==> config.mk <==
export PLATFORM = sky130hd
export DESIGN_NAME = bpl_boot_loader
export DESIGN_NICKNAME = d
export VERILOG_FILES = /design/src/design/bpl_pkg.sv /design/src/design/bpl_boot_loader.sv /design/src/design/bpl_packer.sv
export VERILOG_INCLUDE_DIRS = /design/src /design/src/design
export SDC_FILE = /design/constraint.sdc
export NUM_CORES = 1
export LEC_CHECK = 0
export BUFFER_PORTS_ARGS = -buffer_cell sky130_fd_sc_hd__buf_2
export CORE_ASPECT_RATIO = 1.4
export CORE_MARGIN = 2
export CORE_UTILIZATION = 45
export CTS_CLUSTER_SIZE = 24
export DETAILED_ROUTE_END_ITERATION = 10
export HOLD_SLACK_MARGIN = 0.06
export PLACE_DENSITY = 0.78
export SKIP_LAST_GASP = 1
export SYNTH_ARGS = -nofsm -noshare
export SYNTH_HDL_FRONTEND = slang
export SYNTH_SLANG_ARGS = --single-unit
==> constraint.sdc <==
create_clock -name i_mclk -period 15.8 [get_ports i_mclk]
set_input_delay 0.79 -clock i_mclk [delete_from_list [all_inputs] [get_ports i_mclk]]
set_output_delay 0.79 -clock i_mclk [all_outputs]
set_load 0.01 [all_outputs]
==> src/design/bpl_cfg.svh <==
`ifndef BPL_CFG_SVH
`define BPL_CFG_SVH

// Kernel image size and word width.
`define BPL_KERNEL_WORDS  256
`define BPL_WORD_BITS     48

// Start addresses per variant; the reset vector sits four above.
`define BPL_START_BASE    32'h0002_0000
`define BPL_START_REDUCED 32'h0000_8000
`define BPL_START_WIDE    32'h0004_0000
`define BPL_VECTOR_OFS    32'h0000_0004

// Direct-fetch address of the second family in no-boot mode.
`define BPL_NOBOOT_FAM2   32'h2000_0000

// Boot DMA channel numbers.
`define BPL_CH_ZERO       4'h0
`define BPL_CH_SIX        4'h6
`define BPL_CH_EIGHT      4'h8
`define BPL_CH_TEN        4'ha

// Cycles the synchronised boot pins settle before they are decoded.
`define BPL_SETTLE_CYCLES 2'h3

`endif

==> src/design/bpl_pkg.sv <==
package bpl_pkg;

  typedef enum logic [2:0] {
    BPL_VAR_BASE        = 3'h0,
    BPL_VAR_SINGLE_LINK = 3'h1,
    BPL_VAR_REDUCED     = 3'h2,
    BPL_VAR_WIDE        = 3'h3,
    BPL_VAR_FAM2_3PIN   = 3'h4,
    BPL_VAR_FAM2_2PIN   = 3'h5
  } bpl_variant_e;

  // Codes equal the boot select pin values of the first family.
  typedef enum logic [2:0] {
    BPL_MODE_NONE   = 3'h0,
    BPL_MODE_EPROM  = 3'h1,
    BPL_MODE_HOST8  = 3'h2,
    BPL_MODE_HOST16 = 3'h3,
    BPL_MODE_LINK   = 3'h4,
    BPL_MODE_RSVD   = 3'h7
  } bpl_mode_e;

  typedef enum logic [1:0] {
    BPL_W4  = 2'h0,
    BPL_W8  = 2'h1,
    BPL_W16 = 2'h2
  } bpl_width_e;

  typedef enum logic [5:0] {
    BPL_ST_SETTLE = 6'h01,
    BPL_ST_LOAD   = 6'h02,
    BPL_ST_KRUN   = 6'h04,
    BPL_ST_APP    = 6'h08,
    BPL_ST_NOBOOT = 6'h10,
    BPL_ST_FAULT  = 6'h20
  } bpl_state_e;

endpackage

==> src/design/bpl_boot_loader.sv <==
`include "bpl_cfg.svh"

module bpl_boot_loader
  import bpl_pkg::*;
#(
  parameter bpl_variant_e VARIANT       = BPL_VAR_BASE,
  parameter logic [31:0]  EXT_EXEC_ADDR = 32'h0000_0000
) (
  input  wire logic        i_mclk,
  input  wire logic        i_rst,
  input  wire logic [2:0]  i_boot_select_pins,
  input  wire logic        i_src_valid,
  input  wire logic [15:0] i_src_data,
  input  wire logic        i_kernel_done,
  output logic             o_src_req,
  output logic [1:0]       o_src_width,
  output logic             o_eprom_cs,
  output logic             o_dma_active,
  output logic [3:0]       o_dma_channel,
  output logic [3:0]       o_dma_prog_channel,
  output logic             o_mem_we,
  output logic [31:0]      o_mem_addr,
  output logic [47:0]      o_mem_data,
  output logic             o_core_run,
  output logic [31:0]      o_exec_addr,
  output logic             o_ext_16bit,
  output logic             o_boot_busy,
  output logic             o_fault
);

  localparam logic [7:0] LAST_IDX = 8'(`BPL_KERNEL_WORDS - 1);

  ////////////////////////////////////////////////////////////////////////
  // Pin synchronisers. The data bus rides the first two of valid's three stages,
  // so it must be held steady around the rising edge of valid.

  logic [2:0]  pins_s1_q, pins_s2_q;
  logic        vld_s1_q, vld_s2_q, vld_s3_q;
  logic [15:0] dat_s1_q, dat_s2_q;

  always_ff @(posedge i_mclk or posedge i_rst) begin
    if (i_rst) begin
      pins_s1_q <= 3'h0;
      pins_s2_q <= 3'h0;
      vld_s1_q  <= 1'b0;
      vld_s2_q  <= 1'b0;
      vld_s3_q  <= 1'b0;
      dat_s1_q  <= 16'h0000;
      dat_s2_q  <= 16'h0000;
    end else begin
      pins_s1_q <= i_boot_select_pins;
      pins_s2_q <= pins_s1_q;
      vld_s1_q  <= i_src_valid;
      vld_s2_q  <= vld_s1_q;
      vld_s3_q  <= vld_s2_q;
      dat_s1_q  <= i_src_data;
      dat_s2_q  <= dat_s1_q;
    end
  end

  ////////////////////////////////////////////////////////////////////////
  // Variant tables.

  function automatic logic [31:0] start_addr();
    case (VARIANT)
      BPL_VAR_REDUCED: start_addr = `BPL_START_REDUCED;
      BPL_VAR_WIDE:    start_addr = `BPL_START_WIDE;
      default:         start_addr = `BPL_START_BASE;
    endcase
  endfunction

  function automatic logic [3:0] chan_of(input bpl_mode_e m);
    case (VARIANT)
      BPL_VAR_WIDE:
        chan_of = (m == BPL_MODE_LINK) ? `BPL_CH_EIGHT : `BPL_CH_TEN;
      BPL_VAR_REDUCED: chan_of = `BPL_CH_EIGHT;
      default:         chan_of = `BPL_CH_SIX;
    endcase
  endfunction

  function automatic bpl_mode_e decode(input logic [2:0] p);
    case (p)
      3'h0:    decode = BPL_MODE_NONE;
      3'h1:    decode = BPL_MODE_EPROM;
      3'h2:    decode = BPL_MODE_HOST8;
      3'h3:    decode = BPL_MODE_HOST16;
      3'h4:    decode = BPL_MODE_LINK;
      default: decode = BPL_MODE_RSVD;
    endcase
  endfunction

  logic fam2;
  logic noboot_sel;
  logic link_ok;
  assign fam2 = (VARIANT == BPL_VAR_FAM2_3PIN) ||
                (VARIANT == BPL_VAR_FAM2_2PIN);
  assign noboot_sel = (VARIANT == BPL_VAR_FAM2_2PIN) ?
                      (pins_s2_q[1:0] == 2'h0) : (pins_s2_q == 3'h0);
  assign link_ok = (VARIANT != BPL_VAR_SINGLE_LINK) &&
                   (VARIANT != BPL_VAR_REDUCED);

  ////////////////////////////////////////////////////////////////////////
  // Kernel packer.

  logic        pk_valid;
  logic [47:0] pk_word;
  logic        pk_in;

  bpl_packer #(
    .WORD_W (`BPL_WORD_BITS)
  ) u_packer (
    .i_mclk  (i_mclk),
    .i_rst   (i_rst),
    .i_valid (pk_in),
    .i_data  (dat_s2_q),
    .i_width (bpl_width_e'(o_src_width)),
    .o_valid (pk_valid),
    .o_word  (pk_word)
  );

  ////////////////////////////////////////////////////////////////////////
  // Boot sequencer.

  bpl_state_e  state_q, state_d;
  bpl_mode_e   mode;
  logic [1:0]  settle_q, settle_d;
  logic [7:0]  idx_q, idx_d;
  logic        req_q, req_d, cs_q, cs_d, dma_q, dma_d;
  logic [1:0]  width_q, width_d;
  logic [3:0]  ch_q, ch_d, prog_q, prog_d;
  logic        we_q, we_d, run_q, run_d, e16_q, e16_d;
  logic        busy_q, busy_d, fault_q, fault_d;
  logic [31:0] maddr_q, maddr_d, exec_q, exec_d;
  logic [47:0] mdata_q, mdata_d;

  assign mode  = decode(pins_s2_q);
  assign pk_in = req_q && vld_s2_q && !vld_s3_q;

  always_comb begin
    state_d  = state_q;
    settle_d = settle_q;
    idx_d    = idx_q;
    req_d    = req_q;
    cs_d     = cs_q;
    dma_d    = dma_q;
    width_d  = width_q;
    ch_d     = ch_q;
    prog_d   = prog_q;
    we_d     = 1'b0;
    maddr_d  = maddr_q;
    mdata_d  = mdata_q;
    run_d    = run_q;
    exec_d   = exec_q;
    e16_d    = e16_q;
    busy_d   = busy_q;
    fault_d  = fault_q;
    case (state_q)
      BPL_ST_SETTLE: begin
        settle_d = settle_q + 2'h1;
        if (settle_q == `BPL_SETTLE_CYCLES) begin
          if (noboot_sel) begin
            state_d = BPL_ST_NOBOOT;
            run_d   = 1'b1;
            busy_d  = 1'b0;
            exec_d  = fam2 ? `BPL_NOBOOT_FAM2 : EXT_EXEC_ADDR;
            e16_d   = fam2;
          end else if (!fam2 && (mode != BPL_MODE_RSVD) &&
                       (mode != BPL_MODE_LINK || link_ok)) begin
            state_d = BPL_ST_LOAD;
            req_d   = 1'b1;
            dma_d   = 1'b1;
            idx_d   = 8'h00;
            ch_d    = chan_of(mode);
            prog_d  = (VARIANT == BPL_VAR_REDUCED) ?
                      `BPL_CH_ZERO : chan_of(mode);
            cs_d    = (mode == BPL_MODE_EPROM);
            case (mode)
              BPL_MODE_EPROM:  width_d = BPL_W8;
              BPL_MODE_HOST16: width_d = BPL_W16;
              BPL_MODE_LINK:   width_d = BPL_W4;
              default:         width_d = BPL_W8;
            endcase
          end else begin
            // Reserved codes and unsupported modes park the loader.
            state_d = BPL_ST_FAULT;
            fault_d = 1'b1;
            busy_d  = 1'b0;
          end
        end
      end
      BPL_ST_LOAD: begin
        if (pk_valid) begin
          we_d    = 1'b1;
          maddr_d = start_addr() + {24'h000000, idx_q};
          mdata_d = pk_word;
          idx_d   = idx_q + 8'h01;
          if (idx_q == LAST_IDX) begin
            state_d = BPL_ST_KRUN;
            req_d   = 1'b0;
            run_d   = 1'b1;
            exec_d  = start_addr();
          end
        end
      end
      BPL_ST_KRUN: begin
        // Channel and chip select stay granted to the running kernel.
        if (i_kernel_done) begin
          state_d = BPL_ST_APP;
          dma_d   = 1'b0;
          cs_d    = 1'b0;
          busy_d  = 1'b0;
          exec_d  = start_addr();
        end
      end
      default: begin
      end
    endcase
  end

  always_ff @(posedge i_mclk or posedge i_rst) begin
    if (i_rst) begin
      state_q  <= BPL_ST_SETTLE;
      settle_q <= 2'h0;
      idx_q    <= 8'h00;
      req_q    <= 1'b0;
      cs_q     <= 1'b0;
      dma_q    <= 1'b0;
      width_q  <= BPL_W8;
      ch_q     <= 4'h0;
      prog_q   <= 4'h0;
      we_q     <= 1'b0;
      maddr_q  <= 32'h0000_0000;
      mdata_q  <= 48'h0000_0000_0000;
      run_q    <= 1'b0;
      exec_q   <= 32'h0000_0000;
      e16_q    <= 1'b0;
      busy_q   <= 1'b1;
      fault_q  <= 1'b0;
    end else begin
      state_q  <= state_d;
      settle_q <= settle_d;
      idx_q    <= idx_d;
      req_q    <= req_d;
      cs_q     <= cs_d;
      dma_q    <= dma_d;
      width_q  <= width_d;
      ch_q     <= ch_d;
      prog_q   <= prog_d;
      we_q     <= we_d;
      maddr_q  <= maddr_d;
      mdata_q  <= mdata_d;
      run_q    <= run_d;
      exec_q   <= exec_d;
      e16_q    <= e16_d;
      busy_q   <= busy_d;
      fault_q  <= fault_d;
    end
  end

  assign o_src_req          = req_q;
  assign o_src_width        = width_q;
  assign o_eprom_cs         = cs_q;
  assign o_dma_active       = dma_q;
  assign o_dma_channel      = ch_q;
  assign o_dma_prog_channel = prog_q;
  assign o_mem_we           = we_q;
  assign o_mem_addr         = maddr_q;
  assign o_mem_data         = mdata_q;
  assign o_core_run         = run_q;
  assign o_exec_addr        = exec_q;
  assign o_ext_16bit        = e16_q;
  assign o_boot_busy        = busy_q;
  assign o_fault            = fault_q;

  logic [8:0] wr_cnt_q;
  always_ff @(posedge i_mclk or posedge i_rst) begin
    if (i_rst) begin
      wr_cnt_q <= 9'h000;
    end else if (we_q) begin
      wr_cnt_q <= wr_cnt_q + 9'h001;
    end
  end
endmodule

==> src/design/bpl_packer.sv <==
`include "bpl_cfg.svh"

module bpl_packer
  import bpl_pkg::*;
#(
  parameter int WORD_W = `BPL_WORD_BITS
) (
  input  wire logic              i_mclk,
  input  wire logic              i_rst,
  input  wire logic              i_valid,
  input  wire logic [15:0]       i_data,
  input  wire bpl_width_e        i_width,
  output logic                   o_valid,
  output logic [WORD_W-1:0]      o_word
);

  logic [5:0]        bits_q, bits_d;
  logic [WORD_W-1:0] word_q, word_d;
  logic              valid_q, valid_d;

  // The first unit received ends up in the least significant bits.
  always_comb begin
    bits_d  = bits_q;
    word_d  = word_q;
    valid_d = 1'b0;
    if (i_valid) begin
      case (i_width)
        BPL_W4: begin
          word_d = {i_data[3:0], word_q[WORD_W-1:4]};
          bits_d = bits_q + 6'h04;
        end
        BPL_W8: begin
          word_d = {i_data[7:0], word_q[WORD_W-1:8]};
          bits_d = bits_q + 6'h08;
        end
        default: begin
          word_d = {i_data, word_q[WORD_W-1:16]};
          bits_d = bits_q + 6'h10;
        end
      endcase
      if (bits_d == 6'(WORD_W)) begin
        valid_d = 1'b1;
        bits_d  = 6'h00;
      end
    end
  end

  always_ff @(posedge i_mclk or posedge i_rst) begin
    if (i_rst) begin
      bits_q  <= 6'h00;
      word_q  <= '0;
      valid_q <= 1'b0;
    end else begin
      bits_q  <= bits_d;
      word_q  <= word_d;
      valid_q <= valid_d;
    end
  end

  assign o_valid = valid_q;
  assign o_word  = word_q;

endmodule

==> key figures <==
Outcome
  – Status: complete, no violations

Place
  – IO Port Bufs: 93
  – Final HPWL DP: 10.29 mm
  – GPL Wtd Cong: 0.8817

Synthesis
  – Avg Cell Area, Syn: 9.593 um^2
  – Synthesized area: 7943 um^2
  – Synth area leader: dfrtp_1
  – Ys flop type: dfrtp_1
  – Synth Register Bits: 178
  – Top-area cell type share of the netlist area: 0.5514
  – Post-Syn Instances: 828
  – Library cells used by synthesis: 53
  – Top post-synthesis cells by count: nand2_1 (230), dfrtp_1 (175), buf_4 (62)
  – Post-synth EDFFs: 0
  – Fraction of registers with async set/reset: 1.000
  – Sequential area share after synthesis: 0.5613
  – Synth top area cells: dfrtp_1 (55%), nand2_1 (11%), mux2i_1 (6.3%)
  – Count leader, synth: nand2_1
  – Synth warnings: 0

Routing
  – Vias/cell: 4.999
  – Drt drc: 0
  – Via Count: 5724
  – DR iter-0 viols: 410
  – Detailed-route wire length: 16.29 mm
  – Routed WL per cell: 14.23 um
  – Drt first pass iters: 5
  – Antenna Nets Post-Route: 0

STA
  – RSZ-0062 raised after global routing: false
  – Setup-failing EPs final: 0
  – Max frequency: 302.2 MHz
  – Slew margin rel.: 0.3214
  – Final period util: 0.2094
  – Slew Viols, Final: 0
  – Final Hold Fails: 0
  – Setup TNS: 0 ns
  – Skew final: 0.01259 ns
  – Worst slew pin tran: 1.016 ns
  – Fin crit period: 3.309 ns

CTS
  – Worst-skew pair later-pin latency: 0.42 ns
  – Hold buffers post-CTS: 0
  – Clk pin slew, worst setup/hold paths: 0.07 ns
  – Post-CTS setup buffer count: 0
  – Clock buffer depth: 2
  – Post-CTS resize count: 0
  – Root buffer cell: clkbuf_16
  – CTS HTree Levels: 4
  – TritonCTS Sinks: 178
  – CTS buffer count: 17
  – CTS tree: yes

Critical path
  – CP required: 16.09 ns
  – Worst r2r dst: idx_q[4]$_DFFE_PP0P_
  – Crit start category: register
  – Crit path cell chain: nor4_1 -> nand3_2 -> buf_4 -> inv_2 -> a31oi_1 -> a221o_1
  – CP arrival: 3.60 ns
  – CP Class: register to register
  – Delay-heaviest family, CP: buffers and inverters
  – CP Capture Type: register
  – CP bufs+invs: 2
  – R2R Setup Slk: 12.49 ns
  – FF-to-FF path depth: 6
  – Slowest-stage cell, CP: inv_2
  – Crit-path max FO: 63
  – Worst r2r src: state_q[5]$_DFFE_PP0P_
  – CP peak stage delay: 0.83 ns

Die
  – Die ar.: 18740 um^2
  – Row cnt: 57
  – Die height: 161.2 um
  – Die Width: 116.3 um
  – I/O Pins: 153
  – Initial Util: 0.4583
  – Core area: 17330 um^2

Power and ir drop
  – Power Density: 102.3 nW/um^2
  – Worst-case vdd ir drop: 51.75 uV
  – LEAKAGE: 4.525 nW
  – Final Power: 915.8 uW

Layout
  – N_diodes: 0
  – Net count, final: 925
  – Share of cells above drive strength 1: 0.1595
  – P&R area growth vs syn: 12.67%
  – FILL cells: 1565

Worst hold path
  – Worst Hold Path EP: dat_s2_q[3]$_DFF_PP0_
  – Min-Delay Path Depth: 0
  – Worst hold start: dat_s1_q[3]$_DFF_PP0_
  – Min-Delay Path Class: register to register

GRT
  – All-Layer GR Usage: 0.1798
  – Total congestion overflow: 0
  – First-pass GRT wire length: 26.88 mm
  – Largest net degree at the start of global routing: 110
  – Vias in the first global route: 5437
  – Antenna violations before repair: 0

Run
  – Max_cap viols: 0
## stage by stage
step                cell area (um^2)  hold slack (ns)  worst slack (ns)  std cells  utilization
floorplan                       8160           0.3312             10.18        886            -
global placement                8342           0.3332             12.67       1115       0.4813
detailed placement              8342           0.3347             12.61       1115       0.4813
CTS                             8949           0.3486             12.51       1145       0.5164
global route                    8949           0.3526             12.19       1145       0.5164
finish                          8949           0.3474             12.49       1145       0.5164
## sequential cells by signal, indices dropped and copies added, names as in the netlist, 2 cells and up
name             flops
pins_s2_q            3
dat_s1_q            16
o_src_width          2
u_packer.bits_q      4
o_mem_addr           9
dat_s2_q            16
settle_q             2
o_mem_data          48
u_packer.o_word     48
idx_q                8
state_q              6
pins_s1_q            3
## metal layers
layer | vias up | part of all wire | global-route usage | wire length (um)
met2 | 174 | 0.52 | 0.3044 | 8400
met3 | 27 | 0.048 | 0.03602 | 783
li1 | 2761 | - | - | -
met1 | 2762 | 0.42 | 0.2283 | 6771
met4 | 0 | 0.021 | 0.06223 | 334
met5 | - | 0 | 0 | 0
## final cells by class
cell class	count	area, um^2	area share
Clock buffer	19	452.9	0.05062
Clock inverter	11	153.9	0.01720
Inverter	5	23.77	0.002657
Multi-Input combinational cell	598	3060	0.3420
Sequential cell	178	4459	0.4983
Tap cell	236	295.3	0.03300
Timing Repair Buffer	98	503.0	0.05621
## how the worst max path moves through the flow
stage / start / to / slack, ns / depth (start not counted)
2_1_floorplan: i_rst / dat_s1_q[0]$_DFF_PP0_ / 10.18 / 1
3_3_place_gp: state_q[3]$_DFFE_PP0P_ / idx_q[4]$_DFFE_PP0P_ / 12.67 / 6
3_5_place_dp: state_q[5]$_DFFE_PP0P_ / idx_q[4]$_DFFE_PP0P_ / 12.61 / 6
4_1_cts: state_q[5]$_DFFE_PP0P_ / idx_q[4]$_DFFE_PP0P_ / 12.51 / 6
5_1_grt: state_q[5]$_DFFE_PP0P_ / idx_q[4]$_DFFE_PP0P_ / 12.19 / 6
6_report: state_q[5]$_DFFE_PP0P_ / idx_q[4]$_DFFE_PP0P_ / 12.49 / 6
## placed cells by master, fill, tap and decap left out, types with 3 or more instances in the layout
cell	n
inv_6	3
nand2_1	230
conb_1	59
dfstp_2	3
buf_2	93
a22o_1	3
nand2b_1	6
clkbuf_16	17
inv_1	3
a2bb2oi_1	3
nor4_1	3
dfrtp_1	174
mux2i_1	50
nor2_1	58
nor2b_1	5
ha_1	4
o31ai_1	4
buf_4	5
nor3_1	6
xnor2_1	4
o21ai_0	60
nand3_1	8
bufinv_16	3
a21oi_1	51
## power breakdown
group | total (mW) | switching, mW | internal, mW
registers | 0.464 | 0.00290 | 0.461
clock network | 0.430 | 0.172 | 0.258
logic | 0.0216 | 0.0178 | 0.00383
## cells by family (layout without fill, tap and decap cells)
group / Yosys count / after routing / share of synthesized area
and+or+nand+nor: 338 / 338 / 0.1780
DFF: 178 / 178 / 0.5613
AOI/OAI and AO/OA: 139 / 139 / 0.09972
buffers and inverters: 110 / 133 / 0.08144
muxes: 53 / 53 / 0.06726
xor gates and xnor gates: 5 / 5 / 0.005513
adders and majority gates: 4 / 4 / 0.006301
other: 1 / 59 / 0.0004721
Note: power is estimated with default switching activity, not from simulation.
